File: config.mk
export PLATFORM = sky130hd
export DESIGN_NAME = ircag_top
export DESIGN_NICKNAME = d
export VERILOG_FILES = /design/src/hdl/ircag_pkg.sv /design/src/hdl/ircag_timer1.sv /design/src/hdl/ircag_top.sv
export SDC_FILE = /design/constraint.sdc
export NUM_CORES = 1
export LEC_CHECK = 0
export ABC_AREA = 1
export BUFFER_PORTS_ARGS = -buffer_cell sky130_fd_sc_hd__buf_2
export CAP_MARGIN = 25
export CELL_PAD_IN_SITES_DETAIL_PLACEMENT = 1
export CELL_PAD_IN_SITES_GLOBAL_PLACEMENT = 1
export CORE_ASPECT_RATIO = 1.75
export CORE_MARGIN = 4
export CORE_UTILIZATION = 36
export DETAILED_ROUTE_END_ITERATION = 8
export PLACE_DENSITY_LB_ADDON = 0.1
export SLEW_MARGIN = 40
export SYNTH_ARGS = -nofsm -noshare
export SYNTH_HDL_FRONTEND = slang
export SYNTH_SLANG_ARGS = --single-unit
File: constraint.sdc
create_clock -name clock -period 1.75 [get_ports clock]
set_input_delay 0.2625 -clock clock [delete_from_list [all_inputs] [get_ports clock]]
set_output_delay 0.2625 -clock clock [all_outputs]
set_load 0.01 [all_outputs]
File: src/hdl/ircag_pkg.sv
// package of the ir carrier auto-gating block: register map, field
// positions, reset values, carrier divider counts and shared types.
// assumes a 10 MHz system clock and a 32-bit classic wishbone bus.
package ircag_pkg;

   // register byte addresses
   localparam logic [7:0] IRCAG_ADDR_CTRL = 8'h00;
   localparam logic [7:0] IRCAG_ADDR_SEL = 8'h04;
   localparam logic [7:0] IRCAG_ADDR_CMD = 8'h08;
   localparam logic [7:0] IRCAG_ADDR_T1 = 8'h0C;
   localparam logic [7:0] IRCAG_ADDR_STAT = 8'h10;

   // control register fields
   localparam int IRCAG_CTRL_AUTO_BIT = 0;
   localparam int IRCAG_CTRL_RUN_BIT = 1;
   localparam int IRCAG_CTRL_SRC_LSB = 2;
   // command register fields (write-only strobes)
   localparam int IRCAG_CMD_START_BIT = 0;
   localparam int IRCAG_CMD_STOP_BIT = 1;
   // status register fields
   localparam int IRCAG_STAT_RUN_BIT = 0;
   localparam int IRCAG_STAT_GATE_BIT = 1;
   localparam int IRCAG_STAT_FROZEN_BIT = 2;
   localparam int IRCAG_STAT_PIN_BIT = 3;
   localparam int IRCAG_STAT_CNT_LSB = 8;

   // timer 1 count sources
   localparam logic [1:0] IRCAG_SRC_CARRIER = 2'h0;
   localparam logic [1:0] IRCAG_SRC_CARRIER_DIV2 = 2'h1;
   localparam logic [1:0] IRCAG_SRC_PRESCALER = 2'h2;

   // reset values
   localparam logic [1:0] IRCAG_SEL_RESET = 2'h0;
   localparam logic [7:0] IRCAG_T1_RESET = 8'hFF;

   // carrier frequencies in hz and the clock rate
   localparam int IRCAG_CLK_HZ = 10000000;
   localparam int IRCAG_CAR0_HZ = 38000;
   localparam int IRCAG_CAR1_HZ = 40000;
   localparam int IRCAG_CAR2_HZ = 36000;
   localparam int IRCAG_CAR3_HZ = 57000;
   // half-period counts, rounded down, at least one cycle
   localparam logic [11:0] IRCAG_HALF0 =
      12'(IRCAG_CLK_HZ / (2 * IRCAG_CAR0_HZ));
   localparam logic [11:0] IRCAG_HALF1 =
      12'(IRCAG_CLK_HZ / (2 * IRCAG_CAR1_HZ));
   localparam logic [11:0] IRCAG_HALF2 =
      12'(IRCAG_CLK_HZ / (2 * IRCAG_CAR2_HZ));
   localparam logic [11:0] IRCAG_HALF3 =
      12'(IRCAG_CLK_HZ / (2 * IRCAG_CAR3_HZ));

   typedef struct packed {
      logic [1:0] src;
      logic run;
      logic auto_en;
   } ircag_ctrl_t;

   localparam ircag_ctrl_t IRCAG_CTRL_RESET = '{2'h0, 1'b0, 1'b0};

   typedef enum logic [2:0] {
      IRCAG_GATE_IDLE = 3'h1,
      IRCAG_GATE_AUTO = 3'h2,
      IRCAG_GATE_FROZEN = 3'h4
   } ircag_gate_t;

endpackage : ircag_pkg

File: src/hdl/ircag_timer1.sv
// timer 1: 8-bit down counter with reload register and underflow pulse.
// assumes tick is a one-cycle pulse on the same clock.
`timescale 1ns/1ps
module ircag_timer1
   import ircag_pkg::*;
(
   input wire logic clock,
   input wire logic resetn,
   input wire logic run,
   input wire logic tick,
   input wire logic wr,
   input wire logic [7:0] wr_data,
   output logic [7:0] count,
   output logic underflow
);

   logic [7:0] count_reg;
   logic [7:0] reload_reg;
   logic underflow_reg;
   wire at_zero = (count_reg == 8'h00);
   wire under_now = run && tick && at_zero;

   always_ff @(posedge clock or negedge resetn) begin
      if (!resetn) begin
         count_reg <= IRCAG_T1_RESET;
         reload_reg <= IRCAG_T1_RESET;
         underflow_reg <= 1'b0;
      end else begin
         underflow_reg <= under_now;
         // stopped: write sets counter and reload; running: reload only
         if (wr) begin
            reload_reg <= wr_data;
         end
         if (wr && !run) begin
            count_reg <= wr_data;
         end else if (under_now) begin
            count_reg <= reload_reg;
         end else if (run && tick) begin
            count_reg <= count_reg - 8'h01;
         end
      end
   end

   assign count = count_reg;
   assign underflow = underflow_reg;

endmodule : ircag_timer1

File: src/hdl/ircag_top.sv
// ir carrier generator with timer 1 auto-gating, wishbone register slave.
// assumes a 10 MHz clock; prescaler_out_clock comes from another domain.
//
// Behaviour
// - auto gate enable hands pin to timer
// - timer counts when run bit written one
// - carrier drives pin until first underflow
// - first underflow disables pin, reloads timer
// - later underflows toggle enable and disable
// - clearing auto enable freezes pin state
// - freeze released by timer stop or re-enable
// - re-enabling resumes at next underflow
// - start/stop commands set/clear run flag
// - reset clears carrier run flag
// - stop while high truncates final high
// - selection register picks carrier waveform
// - eight-bit down counter, divide by n+1
// - carriers divided from system clock
//
// Implementation choices: register access over Wishbone and the register addresses.
`timescale 1ns/1ps
module ircag_top
   import ircag_pkg::*;
(
   input wire logic clock,
   input wire logic resetn,
   input wire logic wb_cyc_i,
   input wire logic wb_stb_i,
   input wire logic wb_we_i,
   input wire logic [7:0] wb_adr_i,
   input wire logic [3:0] wb_sel_i,
   input wire logic [31:0] wb_dat_i,
   output logic [31:0] wb_dat_o,
   output logic wb_ack_o,
   input wire logic prescaler_out_clock,
   output logic modulated_output_pin
);

   function automatic logic [11:0] half_count(input logic [1:0] sel);
      case (sel)
         2'h0: half_count = IRCAG_HALF0;
         2'h1: half_count = IRCAG_HALF1;
         2'h2: half_count = IRCAG_HALF2;
         default: half_count = IRCAG_HALF3;
      endcase
   endfunction : half_count

   // registers
   ircag_ctrl_t ctrl_reg;
   logic [1:0] carrier_select_reg;
   logic carrier_run_flag;
   logic ack_reg;
   logic [31:0] dat_reg;
   logic [11:0] div_reg;
   logic carrier_reg;
   logic carrier_d_reg;
   logic div2_reg;
   logic div2_d_reg;
   logic pre_s1_reg;
   logic pre_s2_reg;
   logic pre_d_reg;
   ircag_gate_t gate_reg;
   ircag_gate_t gate_next;
   logic gate_on_reg;
   logic gate_on_next;
   logic pin_reg;

   // bus decode
   wire bus_req = wb_cyc_i && wb_stb_i && !ack_reg;
   wire bus_wr = bus_req && wb_we_i && wb_sel_i[0];
   wire hit_ctrl = (wb_adr_i == IRCAG_ADDR_CTRL);
   wire hit_sel = (wb_adr_i == IRCAG_ADDR_SEL);
   wire hit_cmd = (wb_adr_i == IRCAG_ADDR_CMD);
   wire hit_t1 = (wb_adr_i == IRCAG_ADDR_T1);
   wire hit_stat = (wb_adr_i == IRCAG_ADDR_STAT);
   wire wr_ctrl = bus_wr && hit_ctrl;
   wire wr_sel = bus_wr && hit_sel;
   wire wr_t1 = bus_wr && hit_t1;
   wire start_cmd = bus_wr && hit_cmd && wb_dat_i[IRCAG_CMD_START_BIT];
   wire stop_cmd = bus_wr && hit_cmd && wb_dat_i[IRCAG_CMD_STOP_BIT];

   // carrier divider
   wire [11:0] half = half_count(carrier_select_reg);
   wire div_wrap = (div_reg >= half - 12'h001);
   wire carrier_rise = carrier_reg && !carrier_d_reg;
   wire div2_rise = div2_reg && !div2_d_reg;
   wire pre_rise = pre_s2_reg && !pre_d_reg;

   // timer 1 count source; prescaler edges are not carrier-aligned
   wire t1_tick = (ctrl_reg.src == IRCAG_SRC_CARRIER) ? carrier_rise :
                  (ctrl_reg.src == IRCAG_SRC_CARRIER_DIV2) ? div2_rise :
                  (ctrl_reg.src == IRCAG_SRC_PRESCALER) ? pre_rise :
                  1'b0;
   wire [7:0] t1_count;
   wire t1_under;

   ircag_timer1 u_timer1 (
      .clock(clock),
      .resetn(resetn),
      .run(ctrl_reg.run),
      .tick(t1_tick),
      .wr(wr_t1),
      .wr_data(wb_dat_i[7:0]),
      .count(t1_count),
      .underflow(t1_under)
   );

   wire gate_open = (gate_reg == IRCAG_GATE_IDLE) || gate_on_reg;
   wire pin_next = carrier_run_flag && carrier_reg && gate_open;

   wire [31:0] stat_word = {16'h0000, t1_count, 4'h0,
                            pin_reg, gate_reg == IRCAG_GATE_FROZEN,
                            gate_on_reg, carrier_run_flag};
   wire [31:0] rd_word =
      hit_ctrl ? {28'h0000000, ctrl_reg.src, ctrl_reg.run,
                  ctrl_reg.auto_en} :
      hit_sel ? {30'h00000000, carrier_select_reg} :
      hit_cmd ? {31'h00000000, carrier_run_flag} :
      hit_t1 ? {24'h000000, t1_count} :
      hit_stat ? stat_word : 32'h00000000;

   // gating state machine
   always_comb begin
      gate_next = gate_reg;
      gate_on_next = gate_on_reg;
      case (gate_reg)
         IRCAG_GATE_IDLE: begin
            gate_on_next = 1'b1;
            if (ctrl_reg.run && ctrl_reg.auto_en) begin
               gate_next = IRCAG_GATE_AUTO;
            end
         end
         IRCAG_GATE_AUTO: begin
            if (!ctrl_reg.run) begin
               gate_next = IRCAG_GATE_IDLE;
            end else if (!ctrl_reg.auto_en) begin
               gate_next = IRCAG_GATE_FROZEN;
            end else if (t1_under) begin
               gate_on_next = !gate_on_reg;
            end
         end
         IRCAG_GATE_FROZEN: begin
            if (!ctrl_reg.run) begin
               gate_next = IRCAG_GATE_IDLE;
            end else if (ctrl_reg.auto_en && t1_under) begin
               gate_next = IRCAG_GATE_AUTO;
               gate_on_next = !gate_on_reg;
            end
         end
         default: begin
            gate_next = IRCAG_GATE_IDLE;
            gate_on_next = 1'b1;
         end
      endcase
   end

   // bus slave and control registers
   always_ff @(posedge clock or negedge resetn) begin
      if (!resetn) begin
         ack_reg <= 1'b0;
         dat_reg <= 32'h00000000;
         ctrl_reg <= IRCAG_CTRL_RESET;
         carrier_select_reg <= IRCAG_SEL_RESET;
      end else begin
         ack_reg <= bus_req;
         if (bus_req) begin
            dat_reg <= rd_word;
         end
         if (wr_ctrl) begin
            ctrl_reg.auto_en <= wb_dat_i[IRCAG_CTRL_AUTO_BIT];
            ctrl_reg.run <= wb_dat_i[IRCAG_CTRL_RUN_BIT];
            ctrl_reg.src <= wb_dat_i[IRCAG_CTRL_SRC_LSB +: 2];
         end
         if (wr_sel) begin
            carrier_select_reg <= wb_dat_i[1:0];
         end
      end
   end

   // carrier run flag; stop wins if both strobes are written together
   always_ff @(posedge clock or negedge resetn) begin
      if (!resetn) begin
         carrier_run_flag <= 1'b0;
      end else if (stop_cmd) begin
         carrier_run_flag <= 1'b0;
      end else if (start_cmd) begin
         carrier_run_flag <= 1'b1;
      end
   end

   // carrier generation; stopping clears the level at once, so a high
   // half period in progress is cut short
   always_ff @(posedge clock or negedge resetn) begin
      if (!resetn) begin
         div_reg <= 12'h000;
         carrier_reg <= 1'b0;
         carrier_d_reg <= 1'b0;
         div2_reg <= 1'b0;
         div2_d_reg <= 1'b0;
      end else begin
         carrier_d_reg <= carrier_reg;
         div2_d_reg <= div2_reg;
         if (!carrier_run_flag) begin
            div_reg <= 12'h000;
            carrier_reg <= 1'b0;
            div2_reg <= 1'b0;
         end else if (div_wrap) begin
            div_reg <= 12'h000;
            carrier_reg <= !carrier_reg;
            if (!carrier_reg) begin
               div2_reg <= !div2_reg;
            end
         end else begin
            div_reg <= div_reg + 12'h001;
         end
      end
   end

   // prescaler clock synchroniser and edge detect
   always_ff @(posedge clock or negedge resetn) begin
      if (!resetn) begin
         pre_s1_reg <= 1'b0;
         pre_s2_reg <= 1'b0;
         pre_d_reg <= 1'b0;
      end else begin
         pre_s1_reg <= prescaler_out_clock;
         pre_s2_reg <= pre_s1_reg;
         pre_d_reg <= pre_s2_reg;
      end
   end

   always_ff @(posedge clock or negedge resetn) begin
      if (!resetn) begin
         gate_reg <= IRCAG_GATE_IDLE;
         gate_on_reg <= 1'b1;
         pin_reg <= 1'b0;
      end else begin
         gate_reg <= gate_next;
         gate_on_reg <= gate_on_next;
         pin_reg <= pin_next;
      end
   end

   assign wb_ack_o = ack_reg;
   assign wb_dat_o = dat_reg;
   assign modulated_output_pin = pin_reg;

endmodule : ircag_top

### After elaboration in Yosys (flattened, before gate mapping)

Cells that the tools add are included.

| word-level totals | value |
|---|---|
| register bits | 81 |
| input bits | 50 |
| output and inout port bits | 34 |
| word-level logic and storage cells | 117 |

| cells by class | value |
|---|---|
| add/subtract/negate cells | 3 |
| order comparisons | 1 |
| eq/ne operators | 21 |
| muxes and demuxes | 33 |
| reduce and logical (&&, ||, !) cells | 38 |

Operators with widths:

| kind | count |
|---|---|
| $mux 16 | 5 |
| $mux 12 | 2 |
| $mux 8 | 3 |
| $pmux 8 s3 | 1 |
| $logic_and 1x1->1 | 20 |
| $eq 8x4->1 const B | 2 |
| $logic_not 8->1 | 2 |
| $mux 1 | 15 |
| $mux 3 | 5 |
| $add 12x1->12 const B | 1 |
| $ge 12x12->1 | 1 |
| $sub 12x1->12 const B | 1 |
| $pmux 3 s3 | 1 |
| $eq 8x3->1 const B | 1 |
| $eq 8x5->1 const B | 1 |
| $logic_not 1->1 | 8 |
| $ne 2x1->1 const B | 4 |
| $ne 2x2->1 const B | 4 |
| $sub 8x1->8 const B | 1 |
| $reduce_and 5->1 | 1 |
| $eq 2x1->1 const B | 2 |
| $eq 2x2->1 const B | 2 |
| $logic_not 2->1 | 2 |
| $eq 3x1->1 const B | 1 |
| 10 further kinds | 10 |

### Depth between registers and ports, before layout

| logic depth | value |
|---|---|
| word-level depth | 9 |
| depth in mapped cells | 13 |
| depth with buffers taken out | 13 |

### Modules after synthesis

A second synthesis with hierarchy kept.

| unflattened totals | value |
|---|---|
| cells, all modules | 442 |
| area, all modules | 3554.7 um^2 |

By module, submodules not included:

| module | times used | cells an instance | area an instance (um^2) | seq. area each (um^2) |
|---|---|---|---|---|
| ircag_top | 1 | 305 | 2522.4 | 1203.7 |
| ircag_timer1 | 1 | 137 | 1032.2 | 445.4 |

### Least setup slack after synthesis

Ideal clock, no wire load.

| timing | value |
|---|---|
| path kind | register to register |
| start | reg carrier_select_reg[0] |
| end | reg div2_reg |
| library setup time | 117 ps |
| data arrival time | 1730 ps |
| required time | 1633 ps |
| path slack | -97 ps |
| cell stages (with the launch flop) | 14 |
| buffers on the path | 1 |
| clock period less this slack | 1847 ps |
| path through | dfrtp_1 -> inv_1 -> ha_1 -> inv_1 -> ha_1 -> nand2_1 -> inv_1 -> nand2_1 -> nand2_1 -> nand2_1 -> nand4_1 -> buf_4 -> nand3_1 -> nand2_1 |

| on the way | value |
|---|---|
| cells in the longest elaborated chain, start to end | 6 |
| elaborated cells between the ends (all ways) | 8 |
| classes of those cells | add/sub: 1; order compare: 1; eq/ne: 3; mux: 1; reduce/logical: 2 |

Ends and longest elaborated chain:

| element | line | source |
|---|---|---|
| from (decl) | ircag_top.sv:50 | `logic [1:0] carrier_select_reg;` |
| from (signal assigned) | ircag_top.sv:175 | `carrier_select_reg <= wb_dat_i[1:0];` |
| $eq 2x2->1, or another cell as far along | ircag_top.sv:40 | `case (sel)` |
| $pmux 8 s3 * | ircag_top.sv:40 |  |
| $sub 12x1->12 * | ircag_top.sv:84 | `wire div_wrap = (div_reg >= half - 12'h001);` |
| $ge 12x12->1 * | ircag_top.sv:84 |  |
| $ne 2x1->1 (no line) * | n/a |  |
| $reduce_and 2->1 (no line) * | n/a |  |
| to (signal assigned) | ircag_top.sv:211 | `div2_reg <= !div2_reg;` |
| to (decl) | ircag_top.sv:57 | `logic div2_reg;` |

Every way passes the cells marked *; elsewhere a longest branch is shown, timed or not.
A chain may end at the register's enable or synchronous reset.

### Final worst setup path

| timing | value |
|---|---|
| start | reg carrier_select_reg[1] |
| end | reg div2_reg |

The elaborated chain is that of the path after synthesis.

==> impl_metrics.json <==
{
  "final_common_cell": "nand2_1",
  "place.gp.congestion": 0.763,
  "grt_max_degree": 66,
  "ant_nets": 0,
  "leakage_nw": 2.29,
  "dpl.cell_count": 608,
  "cp_max_fo": 4,
  "io_pins": 84,
  "grt_pass1_vias": 3295,
  "crit_slowest_cell": "dfrtp_1",
  "cts_sinks": 65,
  "diodes": 0,
  "dieArea_mm2": 0.0116,
  "cts_buffers": 9,
  "grt-ovfl-total": 0,
  "setup_viol": 11,
  "yosysWarnings": 0,
  "track_usage": 0.173,
  "crit_top_cell": "nand2_1",
  "place_hpwl_um": 7300,
  "cp.buffers_inverters": 3,
  "r2r_setup_slack_ns": -0.23,
  "slew_violations": 0,
  "fin_worst_skew_ns": 0.00326,
  "wl_um": 9490,
  "syn_area_mm2": 0.00355,
  "start_kind": "flop",
  "clockRootBuffer": "clkbuf_16",
  "cp_top_family": "simple AND/OR/NAND/NOR gates",
  "status": "finished, violations left",
  "via_per_inst": 4.72,
  "synth_area_leaders": "dfrtp_1 (33%), dfstp_2 (13%), nand2_1 (11%)",
  "worst_path_largest_cell_delay_ns": 0.39,
  "coreArea_mm2": 0.00953,
  "yosys_register_bits": 65,
  "syn_avg_cell_area_um2": 8.22,
  "initialDrtViolationCount": 67,
  "num_rows": 47,
  "hp-class": "input pin to flop",
  "min_from": "prescaler_out_clock",
  "grt_antenna_before_repair": 0,
  "crit_type": "flop to flop",
  "die_w_um": 83.1,
  "clk_pin_slew_worst_paths_ns": 0.05,
  "clockBufferDepth": 2,
  "n_fill_cell": 1157,
  "required_ns": 1.96,
  "r2r-end": "div2_reg",
  "hold_end": "pre_s1_reg",
  "drive_gt1_frac": 0.299,
  "fin_nets": 567,
  "synthToLayoutAreaGrowth_pct": 26.7,
  "wire_per_inst_um": 15.1,
  "fin_setup_tns_ns": -1.41,
  "via_count": 2975,
  "synth_top_cell_by_area": "dfrtp_1",
  "ys_types": 32,
  "power.density_mw_per_mm2": 896,
  "path_cells": "inv_2 -> ha_4 -> inv_4 -> ha_4 -> nand2_4 -> nor2_2 -> nand3_1 -> nand4_1 -> buf_4 -> nand2_1 -> nand2_1 -> nand2_1",
  "finalNonFillerCells": 630,
  "grt_pass1_wl_um": 15900,
  "synth_top_area_share": 0.331,
  "hold_viol": 0,
  "drc": 0,
  "port-buffer-count": 40,
  "violations": "setup timing",
  "fmax_mhz": 505,
  "end_kind": "flop",
  "largest_register_ffs": 16,
  "clock_latency_ns": 0.33,
  "drv_cap": 0,
  "die_y_um": 139,
  "finalCriticalPeriod_ns": 1.98,
  "final_cell_mix": "nand2_1 (93), inv_1 (48), dfrtp_1 (47)",
  "period_share": 1.13,
  "initial_core_util": 0.373,
  "place_ws_ns": -0.247,
  "firstDrtPassIters": 4,
  "reg2reg_from": "carrier_select_reg[1]",
  "synthCells": 432,
  "ir_drop_v": 0.000552,
  "hold_depth": 1,
  "cts_tree": "done",
  "ff2ff_path_depth": 12,
  "grt_setup_unrepaired": "true",
  "ys_seq_area_frac": 0.464,
  "ctsHtreeMaxLevel": 3,
  "setup_ws_ns": -0.229,
  "cp.arrival_ns": 2.19
}
## worst max path at each step
| stage | cells past startpoint | slack (ns) | startpoint | to |
|---|---|---|---|---|
| 2_1_floorplan | 12 | -0.003 | carrier_select_reg[0] | div2_reg |
| 3_3_place_gp | 10 | -0.17 | carrier_select_reg[0] | div_reg[4] |
| 3_5_place_dp | 12 | -0.25 | carrier_select_reg[0] | div_reg[4] |
| 4_1_cts | 12 | -0.19 | carrier_select_reg[1] | div_reg[4] |
| 5_1_grt | 14 | -0.35 | carrier_select_reg[0] | div2_reg |
| 6_report | 12 | -0.23 | carrier_select_reg[1] | div2_reg |
## worst register-to-register path, delay by kind of cell, from the launching register on
family | cells | cell delay [ns]
and+or+nand+nor | 7 | 0.63
adders and majority gates | 2 | 0.57
DFF | 1 | 0.39
buffers and inverters | 3 | 0.25
## Yosys cell counts (all sizes together)
library cell    n
o21ai          27
o31ai          14
nand3b          1
clkbuf          1
nor3            5
nand3          29
ha             14
o211ai          1
nand2         108
conb            1
buf            20
xor2            5
nor2           57
dfrtp          47
inv            60
nand4           7
clkinv          1
o21a            1
a21oi          12
xnor2           3
dfstp          18
## metrics by stage
stage	cell area, um2	power, mW	util	hold WS (ns)
2_1_floorplan	3650	1.98	-	-0.0331
3_3_place_gp	4010	2.12	0.421	0.313
3_5_place_dp	4010	2.15	0.421	0.313
4_1_cts	4380	4.07	0.460	0.0287
5_1_grt	4500	4.26	0.472	0.0199
6_report	4500	4.03	0.472	0.0348
## report_power, final
group          total (mW)  internal [mW]  switching [mW]
registers            1.69           1.62          0.0687
clock network        1.90           1.24           0.660
logic               0.445          0.155           0.290
## kinds of logic after synthesis
group / after synthesis / share of synthesized area
xor+xnor: 8 / 0.0197
flops: 65 / 0.464
other cells: 1 / 0.00106
simple gates: 207 / 0.270
compound gates: 55 / 0.0888
fa+ha+maj: 14 / 0.0493
buf+inv: 82 / 0.107
## cell type report
type                            instances  area [um2]  area share
Clock buffer                           10         229      0.0509
Clock inverter                          6        82.6      0.0184
Inverter                               61         236      0.0526
Multi-Input combinational cell        303        1750       0.388
Sequential cell                        65        1650       0.367
Tap cell                              122         153      0.0339
Timing Repair Buffer                   63         404      0.0898
## layer usage
metal	GRT usage	up-vias	part of all wire
li1	-	1488	-
met5	0	-	0
met4	0.0861	0	0.023
met3	0.0378	20	0.026
met2	0.337	41	0.59
met1	0.166	1426	0.36
## timing repair
| action | in CTS | in global routing |
|---|---|---|
| hold buffers | 1 | 0 |
| buffers inserted | 3 | 2 |
| resized for setup | 8 | 22 |
| hold endpoints to repair | 47 | 0 |
| setup endpoints to repair | 11 | 14 |
| pin swaps | 2 | 1 |
Power figures use the tool's default switching activity.
